$ cat config.mk
export PLATFORM = sky130hd
export DESIGN_NAME = io_port_key_scan
export DESIGN_NICKNAME = d
export VERILOG_FILES = /design/src/logic/io_key_pkg.sv /design/src/logic/io_port_key_scan.sv
export VERILOG_INCLUDE_DIRS = /design/src /design/src/logic
export SDC_FILE = /design/constraint.sdc
export NUM_CORES = 1
export LEC_CHECK = 0
export ABC_AREA = 1
export BUFFER_PORTS_ARGS = -buffer_cell sky130_fd_sc_hd__buf_4
export CAP_MARGIN = 20
export CORE_ASPECT_RATIO = 1.1
export CORE_MARGIN = 3
export CORE_UTILIZATION = 57
export DETAILED_ROUTE_END_ITERATION = 7
export GPL_ROUTABILITY_DRIVEN = 0
export PLACE_DENSITY = 0.8
export SLEW_MARGIN = 20
export SYNTH_ARGS = -nofsm -noshare
export SYNTH_HDL_FRONTEND = slang
export SYNTH_SLANG_ARGS = --single-unit
$ cat constraint.sdc
create_clock -name clk_i -period 5.1 [get_ports clk_i]
set_input_delay 0.255 -clock clk_i [delete_from_list [all_inputs] [get_ports clk_i]]
set_output_delay 0.255 -clock clk_i [all_outputs]
set_load 0.02 [all_outputs]
$ cat src/logic/io_key_map.svh
`ifndef IO_KEY_MAP_SVH
`define IO_KEY_MAP_SVH
// register offsets
`define OFS_KEY_SCAN_CTRL 8'h14
`define OFS_PA_DIR 8'h30
`define OFS_PB_DIR 8'h31
`define OFS_PA_DATA 8'h34
`define OFS_PB_DATA 8'h35
`define OFS_PA_CFG 8'h38
`define OFS_PB_CFG 8'h39
`define OFS_IRQ_STATUS 8'h3C
`define OFS_IRQ_MASK 8'h3D
`define OFS_MODE_CTRL 8'h3E
// reset values
`define RST_DIR 8'hFF
`define RST_DATA 8'h00
`define RST_CFG 8'h00
`define RST_KSC 8'h00
`define RST_BYTE 8'h00
// key scan control fields
`define KSC_SEG_LO 0
`define KSC_SEG_HI 3
`define KSC_ALL_BIT 4
`define KSC_IMODE_BIT 5
`define KSC_RATE_LO 6
`define KSC_RATE_HI 7
// interrupt status bits
`define IRQ_KEY_BIT 0
`define IRQ_CHG_BIT 1
`define IRQ_SCAN_BIT 2
// mode control bits
`define MODE_CHG_A_BIT 0
`define MODE_CHG_B_BIT 1
`define MODE_KEY_WAKE_BIT 2
`define MODE_KEY_USE_BIT 3
// slow clock 32768 Hz; 256 Hz tap = 128 slow ticks per step
`define SLOW_HZ 32768
`define SCAN_DIV_256 7'h7F
`define SCAN_DIV_512 7'h3F
`define SCAN_DIV_1K 7'h1F
`define SCAN_DIV_2K 7'h0F
`define SCAN_LAST_SEG 4'hF
`endif

$ cat src/logic/io_key_pkg.sv
package io_key_pkg;
   typedef enum logic [1:0]
   {
      RATE_256 = 2'b00,
      RATE_512 = 2'b01,
      RATE_1K = 2'b10,
      RATE_2K = 2'b11
   } scan_rate_t;

   typedef struct packed
   {
      logic [7:0] addr;
      logic [7:0] wdata;
      logic wr;
      logic rd;
   } reg_req_t;

   typedef struct packed
   {
      logic [7:0] dir_a;
      logic [7:0] dir_b;
      logic [7:0] data_a;
      logic [7:0] data_b;
      logic [7:0] cfg_a;
      logic [7:0] cfg_b;
      logic [7:0] ksc;
      logic [7:0] key_hold;
      logic [7:0] irq_stat;
      logic [7:0] irq_mask;
      logic [7:0] mode;
      logic [7:0] rdata;
      logic [6:0] div_cnt;
      logic [3:0] scan_seg;
      logic [1:0] slow_sync;
      logic slow_prev;
      logic [7:0] pa_s1;
      logic [7:0] pa_s2;
      logic [7:0] pb_s1;
      logic [7:0] pb_s2;
   } state_t;
endpackage

$ cat src/logic/io_port_key_scan.sv
`timescale 1ns/10ps
`include "io_key_map.svh"
// What this block does
// direction bit one makes pin input, zero makes it drive
// both direction registers reset to all ones
// config bit: pull-low on input, open-drain on output
// strong or weak pull-low is a static strap, not a register
// data read gives pad for inputs, stored value for outputs
// data write stores per pin regardless of direction; resets to zero
// pin-change wake when any input pad differs from stored value
// software copies pads into data register before sleeping
// sixteen strobe outputs on shared segment pins, four key inputs
// four-bit field selects the driven strobe segment, reset zero
// one bit chooses all segments or only selected one
// mode bit: irq on key strobe (0) or each scan cycle (1)
// two-bit scan rate 256/512/1k/2k Hz from slow clock
// key press passes high to key input; irq gated by enable
// key high on input wakes from standby when key wake chosen
// software clears key register before standby with key wake
// in key use port b read gives key register, zero clears it
// software sets port b output and zero before halt
// pad inputs pass a two-stage synchroniser
module io_port_key_scan
(
   // clock and reset
   input wire logic clk_i,
   input wire logic rst_n_i,
   // register port
   input wire logic [7:0] addr_i,
   input wire logic [7:0] wdata_i,
   input wire logic wr_i,
   input wire logic rd_i,
   output logic [7:0] rdata_o,
   // pads
   input wire logic [7:0] pa_pad_i,
   input wire logic [7:0] pb_pad_i,
   output logic [7:0] pa_o,
   output logic [7:0] pa_oe_o,
   output logic [7:0] pb_o,
   output logic [7:0] pb_oe_o,
   output logic [7:0] pa_pull_low_o,
   output logic [7:0] pb_pull_low_o,
   // static option and slow clock tick input
   input wire logic strong_pull_i,
   output logic strong_pull_o,
   input wire logic slow_clk_i,
   // key strobes, wake, interrupt
   output logic [15:0] key_drive_outputs_o,
   input wire logic key_irq_enable_i,
   output logic wake_o,
   output logic irq_o
);
   // ------------------------------------------------------------
   // reset release
   // ------------------------------------------------------------
   logic [1:0] rst_sync_reg;
   logic rst_n;
   always_ff @(posedge clk_i or negedge rst_n_i)
   begin
      if (!rst_n_i)
         rst_sync_reg <= 2'b00;
      else
         rst_sync_reg <= {rst_sync_reg[0], 1'b1};
   end
   assign rst_n = rst_sync_reg[1];

   // ------------------------------------------------------------
   // helpers
   // ------------------------------------------------------------
   // pad level for inputs, stored bit for outputs
   function automatic logic [7:0] pin_view(input logic [7:0] dir,
                                           input logic [7:0] pad,
                                           input logic [7:0] stor);
      pin_view = (dir & pad) | (~dir & stor);
   endfunction

   function automatic logic [6:0] rate_div(input logic [1:0] r);
      unique case (io_key_pkg::scan_rate_t'(r))
         io_key_pkg::RATE_256: rate_div = `SCAN_DIV_256;
         io_key_pkg::RATE_512: rate_div = `SCAN_DIV_512;
         io_key_pkg::RATE_1K: rate_div = `SCAN_DIV_1K;
         io_key_pkg::RATE_2K: rate_div = `SCAN_DIV_2K;
      endcase
   endfunction

   io_key_pkg::state_t s_reg, s_next;
   io_key_pkg::reg_req_t req;
   logic [15:0] strobe;
   logic [3:0] key_in;
   logic slow_tick, step, cycle_done, key_hit, key_use;
   logic [7:0] chg_a, chg_b, ev, wclr;

   assign req = '{addr: addr_i, wdata: wdata_i, wr: wr_i, rd: rd_i};

   // ------------------------------------------------------------
   // scan and event logic
   // ------------------------------------------------------------
   // strobe pattern: all segments or only the selected one
   generate
      for (genvar g = 0; g < 16; g++)
      begin : g_strobe
         assign strobe[g] = s_reg.ksc[`KSC_ALL_BIT] |
            (s_reg.ksc[`KSC_SEG_HI:`KSC_SEG_LO] == 4'(g));
      end
   endgenerate

   assign key_use = s_reg.mode[`MODE_KEY_USE_BIT];
   assign key_in = s_reg.pb_s2[3:0] & s_reg.dir_b[3:0];
   assign key_hit = |key_in;
   assign slow_tick = s_reg.slow_sync[1] & ~s_reg.slow_prev;
   assign step = slow_tick & (s_reg.div_cnt == 7'h00);
   assign cycle_done = step & (s_reg.scan_seg == `SCAN_LAST_SEG);
   // pin-change compares only pins that are inputs
   assign chg_a = (s_reg.pa_s2 ^ s_reg.data_a) & s_reg.dir_a;
   assign chg_b = (s_reg.pb_s2 ^ s_reg.data_b) & s_reg.dir_b &
                  {8{~key_use}};

   always_comb
   begin
      ev = 8'h00;
      ev[`IRQ_KEY_BIT] = key_use & key_irq_enable_i &
         (s_reg.ksc[`KSC_IMODE_BIT] ? cycle_done : key_hit);
      ev[`IRQ_CHG_BIT] = (|chg_a & s_reg.mode[`MODE_CHG_A_BIT]) |
                         (|chg_b & s_reg.mode[`MODE_CHG_B_BIT]);
      ev[`IRQ_SCAN_BIT] = cycle_done;
   end

   // write-one-to-clear mask
   assign wclr = (req.wr && req.addr == `OFS_IRQ_STATUS) ?
                 req.wdata : 8'h00;

   // ------------------------------------------------------------
   // next state
   // ------------------------------------------------------------
   always_comb
   begin
      s_next = s_reg;
      // two-stage pad and slow clock synchronisers
      s_next.pa_s1 = pa_pad_i;
      s_next.pa_s2 = s_reg.pa_s1;
      s_next.pb_s1 = pb_pad_i;
      s_next.pb_s2 = s_reg.pb_s1;
      s_next.slow_sync = {s_reg.slow_sync[0], slow_clk_i};
      s_next.slow_prev = s_reg.slow_sync[1];
      // scan divider and segment walk
      if (slow_tick)
      begin
         if (s_reg.div_cnt == 7'h00)
         begin
            s_next.div_cnt = rate_div(s_reg.ksc[`KSC_RATE_HI:`KSC_RATE_LO]);
            s_next.scan_seg = s_reg.scan_seg + 4'h1;
         end
         else
            s_next.div_cnt = s_reg.div_cnt - 7'h01;
      end
      // key register holds pressed inputs until cleared
      s_next.key_hold = s_reg.key_hold | {4'h0, key_in};
      // register writes
      if (req.wr)
      begin
         unique case (req.addr)
            `OFS_KEY_SCAN_CTRL: s_next.ksc = req.wdata;
            `OFS_PA_DIR: s_next.dir_a = req.wdata;
            `OFS_PB_DIR: s_next.dir_b = req.wdata;
            `OFS_PA_DATA: s_next.data_a = req.wdata;
            `OFS_PB_DATA:
            begin
               s_next.data_b = req.wdata;
               // zero write clears held keys, new presses still set
               if (key_use && req.wdata == 8'h00)
                  s_next.key_hold = {4'h0, key_in};
            end
            `OFS_PA_CFG: s_next.cfg_a = req.wdata;
            `OFS_PB_CFG: s_next.cfg_b = req.wdata;
            `OFS_IRQ_MASK: s_next.irq_mask = req.wdata;
            `OFS_MODE_CTRL: s_next.mode = req.wdata;
            default: ;
         endcase
      end
      // sticky status, set wins over clear
      s_next.irq_stat = (s_reg.irq_stat & ~wclr) | ev;
      // read data, valid one cycle after the strobe
      s_next.rdata = 8'h00;
      if (req.rd)
      begin
         unique case (req.addr)
            `OFS_KEY_SCAN_CTRL: s_next.rdata = s_reg.ksc;
            `OFS_PA_DIR: s_next.rdata = s_reg.dir_a;
            `OFS_PB_DIR: s_next.rdata = s_reg.dir_b;
            `OFS_PA_DATA:
               s_next.rdata = pin_view(s_reg.dir_a, s_reg.pa_s2,
                                       s_reg.data_a);
            `OFS_PB_DATA:
               s_next.rdata = key_use ? s_reg.key_hold :
                  pin_view(s_reg.dir_b, s_reg.pb_s2, s_reg.data_b);
            `OFS_PA_CFG: s_next.rdata = s_reg.cfg_a;
            `OFS_PB_CFG: s_next.rdata = s_reg.cfg_b;
            `OFS_IRQ_STATUS: s_next.rdata = s_reg.irq_stat;
            `OFS_IRQ_MASK: s_next.rdata = s_reg.irq_mask;
            `OFS_MODE_CTRL: s_next.rdata = s_reg.mode;
            default: s_next.rdata = 8'h00;
         endcase
      end
   end

   // ------------------------------------------------------------
   // state register
   // ------------------------------------------------------------
   always_ff @(posedge clk_i or negedge rst_n)
   begin
      if (!rst_n)
      begin
         s_reg <= '0;
         s_reg.dir_a <= `RST_DIR;
         s_reg.dir_b <= `RST_DIR;
         s_reg.data_a <= `RST_DATA;
         s_reg.data_b <= `RST_DATA;
         s_reg.cfg_a <= `RST_CFG;
         s_reg.cfg_b <= `RST_CFG;
         s_reg.ksc <= `RST_KSC;
         s_reg.div_cnt <= `SCAN_DIV_256;
      end
      else
         s_reg <= s_next;
   end

   // ------------------------------------------------------------
   // outputs
   // ------------------------------------------------------------
   // open-drain pins drive only a low; push-pull drives data
   assign pa_o = s_reg.data_a;
   assign pb_o = s_reg.data_b;
   assign pa_oe_o = ~s_reg.dir_a & ~(s_reg.cfg_a & s_reg.data_a);
   assign pb_oe_o = ~s_reg.dir_b & ~(s_reg.cfg_b & s_reg.data_b);
   assign pa_pull_low_o = s_reg.dir_a & s_reg.cfg_a;
   assign pb_pull_low_o = s_reg.dir_b & s_reg.cfg_b;
   assign strong_pull_o = strong_pull_i;
   assign key_drive_outputs_o = key_use ? strobe : 16'h0000;
   assign rdata_o = s_reg.rdata;
   assign irq_o = |(s_reg.irq_stat & s_reg.irq_mask);
   // wake is a level while the cause persists
   assign wake_o = (s_reg.mode[`MODE_CHG_A_BIT] & |chg_a) |
                   (s_reg.mode[`MODE_CHG_B_BIT] & |chg_b) |
                   (s_reg.mode[`MODE_KEY_WAKE_BIT] & key_hit);

   // ------------------------------------------------------------
   // checks
   // ------------------------------------------------------------
   AST_DIR_RESET: assert property (@(posedge clk_i)
      $rose(rst_n) |-> s_reg.dir_a == `RST_DIR && s_reg.dir_b == `RST_DIR)
      else $error("direction not all inputs after reset");
   AST_DIR_OE: assert property (@(posedge clk_i) disable iff (!rst_n)
      (s_reg.dir_a & pa_oe_o) == 8'h00)
      else $error("input pin is driven");
   AST_DATA_WR: assert property (@(posedge clk_i) disable iff (!rst_n)
      wr_i && addr_i == `OFS_PA_DATA |=> s_reg.data_a == $past(wdata_i))
      else $error("port a data write lost");
   AST_READ_A: assert property (@(posedge clk_i) disable iff (!rst_n)
      rd_i && addr_i == `OFS_PA_DATA && !wr_i |=>
      rdata_o == (($past(s_reg.dir_a) & $past(s_reg.pa_s2)) |
                  (~$past(s_reg.dir_a) & $past(s_reg.data_a))))
      else $error("port a read mismatch");
   AST_PULL: assert property (@(posedge clk_i) disable iff (!rst_n)
      (pa_pull_low_o & ~s_reg.dir_a) == 8'h00)
      else $error("pull-low on output pin");
   AST_STROBE_ONE: assert property (@(posedge clk_i) disable iff (!rst_n)
      key_use && !s_reg.ksc[`KSC_ALL_BIT] |->
      $onehot(key_drive_outputs_o))
      else $error("single segment mode drives many strobes");
   AST_SYNC: assert property (@(posedge clk_i) disable iff (!rst_n)
      ##2 s_reg.pb_s2 == $past(pb_pad_i, 2))
      else $error("pad synchroniser depth wrong");
   AST_WAKE_CHG: assert property (@(posedge clk_i) disable iff (!rst_n)
      s_reg.mode[`MODE_CHG_A_BIT] && |chg_a |-> wake_o)
      else $error("pin change did not wake");
   AST_KEY_CLR: assert property (@(posedge clk_i) disable iff (!rst_n)
      key_use && wr_i && addr_i == `OFS_PB_DATA && wdata_i == `RST_DATA &&
      !key_hit
      |=> s_reg.key_hold == 8'h00)
      else $error("key register not cleared");
   AST_KEY_WAKE: assert property (@(posedge clk_i) disable iff (!rst_n)
      s_reg.mode[`MODE_KEY_WAKE_BIT] && key_hit |-> wake_o)
      else $error("key press did not wake");
endmodule

==> metrics.md <==
| Metric | Value |
|---|---|
| Outcome | complete, no violations |
| Met2 routing resource usage after global routing | 0.445 |
| Crit Path Class | flip-flop to output pin |
| Synth unique cells | 36 |
| Endpoints failing hold | 0 |
| WP data required | 4850 ps |
| Number of nets in the final layout | 1031 |
| Net Count, Synth | 927 |
| Met1 GRT Util | 0.356 |
| Achievable clock frequency | 409 MHz |
| Residual antenna-violating net count after detailed routing | 0 |
| Area post-placement | 7760 um^2 |
| Vias post-DR | 6340 |
| Vertical die dimension | 123 um |
| Cell Pwr Density | 324 nW/um^2 |
| Type of destination of the critical path | output pin |
| Number of remaining DRC errors | 0 |
| First-pass GRT wire length | 29400 um |
| Clock buffer count from CTS | 17 |
| Layout Skew | 6.89 ps |
| Fraction of registers with async set or reset after synthesis | 1.00 |
| Highest net fanout along the worst path | 28 |
| Count of flip-flops with a built-in enable after synthesis | 0 |
| Worst IR drop on VDD | 0.213 mV |
| Most common cell after layout, fill and taps aside | sky130_fd_sc_hd__nand2_1 |
| Antenna cells | 0 |
| Minimum clock period | 2440 ps |
| Final worst-path setup slack | 2660 ps |
| Post-DP HPWL | 13100 um |
| Largest net degree at the start of global routing | 67 |
| Clock H-tree levels | 4 |
| Setup Total Neg Slack | 0 ps |
| Iteration count of the initial detailed-routing pass | 6 |
| Number of placement rows | 41 |
| Max-cap violations | 0 |
| Overall die width | 112 um |
| Clock root cell | sky130_fd_sc_hd__clkbuf_16 |
| Number of warnings issued by yosys | 0 |
| Buffer levels on the longest clock path | 2 |
| Clock Pin Slew Worst Setup and Hold Paths | 60 ps |
| Post-synthesis register bit count | 140 |
| Area enclosed by the die boundary | 13700 um^2 |
| Core Region | 11700 um^2 |
| Transition time at the pin with the least slew margin | 749 ps |
| Routed wire per std cell | 16.0 um |
| Number of antenna violations at the first check in global routing | 0 |
| Max-slew headroom | 0.498 |
| Wire length reported by the detailed router | 18400 um |
| Global route overflow | 0 |
| RSZ-0062 raised after global routing | no |
| Port bufs | 111 |
| Fraction of layout instances using a drive strength above 1 | 0.200 |
| 1st-iter DRT viols | 578 |
| Final Instance Area | 8520 um^2 |
| CTS tree | built |
| Class of the tightest hold or removal check | primary input to flip-flop |
| # Post-CTS Setup Buffers | 0 |
| Global Route met3 Usage | 0.0621 |
| Initial Utilization | 0.600 |
| Global-route usage over all layers | 0.275 |
| Number of flip-flops in the largest register | 95 |
| Leakage power summed over all cells | 0.00424 uW |
| Layout area overhead | 20.8% |
| Startpoint type of the worst setup path | flip-flop |
| Share of the yosys chip area belonging to registers | 0.501 |
| Post-Syn Area | 7050 um^2 |
| Mean number of vias per cell | 5.50 |
| Final Cycle Share | 0.479 |
| Endpoints failing setup | 0 |
| Most used cells in the layout excluding fill and tap cells | sky130_fd_sc_hd__nand2_1, sky130_fd_sc_hd__dfrtp_1, sky130_fd_sc_hd__buf_4, sky130_fd_sc_hd__o21ai_0, sky130_fd_sc_hd__inv_1 |
| Post-placement setup slack | 3090 ps |
| Via count of the first global-routing pass | 5892 |
| Pins Over Slew Limit | 0 |
| Ys flop type | sky130_fd_sc_hd__dfrtp_1 |
| TritonCTS Sinks | 140 |
| Avg Inst Size Synth | 7.96 um^2 |
| Number of top-level pins | 114 |
| Most congested layer reported by global routing | met2 |
| Gate Count Post-Synth | 885 |
| Data arrival time of the worst path | 2190 ps |
| Clk_lat worst skew | 430 ps |
==> path summary, 6_finish.rpt <==
| kind | startpoint | endpoint | slack (ps) | cells past startpoint |
|---|---|---|---|---|
| setup reg to reg | key_use$_DFFE_PN0P_ | rdata_o[2]$_DFF_PN0_ | 3030 | 6 |
| min in group asynchronous | rst_n_i | rst_sync_reg[1]$_DFF_PN0_ | 150 | 2 |
| max in group asynchronous | rst_sync_reg[1]$_DFF_PN0_ | pb_o[2]$_DFFE_PN0P_ | 3730 | 1 |
| hold reg to reg | rst_sync_reg[1]$_DFF_PN0_ | s_reg[22]$_DFF_PN0_ | 310 | 0 |
| hold / removal | rd_i | rdata_o[4]$_DFF_PN0_ | 50 | 3 |
| setup / recovery | key_use$_DFFE_PN0P_ | wake_o | 2660 | 4 |
==> report_power, final <==
group	internal, uW	switching [uW]
clock network	735	449
registers	1200	71.3
logic	118	190
==> metal layers <==
| metal | vias up | routed length (um) |
|---|---|---|
| met5 | - | 0 |
| met4 | 0 | 557 |
| met3 | 54 | 1440 |
| met2 | 293 | 8860 |
| met1 | 2957 | 7520 |
| li1 | 3036 | - |
==> worst max-delay path, stage by stage, from the launching register on <==
cell,delay [ps]
sky130_fd_sc_hd__dfrtp_1,420
sky130_fd_sc_hd__clkinv_1,630
sky130_fd_sc_hd__nand3_1,390
sky130_fd_sc_hd__nand3_1,130
sky130_fd_sc_hd__buf_4,180
==> kinds of logic (layout without fill, tap and decap cells) <==
kind of cell             Yosys count  in the layout  share of synthesized area
buffers and inverters            136            253                     0.0943
adder cells (fa/ha/maj)            3              3                    0.00533
AO/OA/AOI/OAI                    154            154                      0.114
XOR/XNOR                           5              5                    0.00622
flip-flops                       140            140                      0.501
other                              1              1                   0.000532
AND/OR/NAND/NOR                  446            446                      0.278
==> synth_stat cells, drive strengths merged, types with 3 or more instances <==
library cell | n | area, um^2
dfrtp | 117 | 2930
o21ai | 106 | 531
nand4 | 6 | 37.5
dfstp | 23 | 604
buf | 44 | 319
a21oi | 36 | 180
o21a | 5 | 37.5
nand2 | 261 | 1000
xor2 | 3 | 26.3
or2 | 7 | 43.8
ha | 3 | 37.5
nor2 | 81 | 377
inv | 87 | 327
clkbuf | 3 | 11.3
nand3 | 88 | 485
==> metrics by stage <==
step                hold slack, ps  std cells  power [uW]  utilization
finish                        52.6       1152        2760        0.725
global route                  67.2       1152        2870        0.725
CTS                           51.5       1152        2770        0.725
detailed placement            39.3       1102        1580        0.661
global placement              38.1       1102        1570        0.661
floorplan                    -40.6        885        1470            -
==> final cells by class <==
| class | count | area (um^2) |
|---|---|---|
| Multi-Input combinational cell | 609 | 2850 |
| Clock inverter | 5 | 58.8 |
| Inverter | 89 | 334 |
| Sequential cell | 140 | 3540 |
| Tap cell | 150 | 188 |
| Timing Repair Buffer | 132 | 1040 |
| Clock buffer | 27 | 513 |
| Fill cell | 922 | 3230 |
==> repair_timing <==
action | 4_1_cts | 5_1_grt
endpoints found under the hold margin | 19 | 0
resized for setup | 0 | 0
hold buffers | 18 | 0
Note: power is estimated with default switching activity, not from simulation.
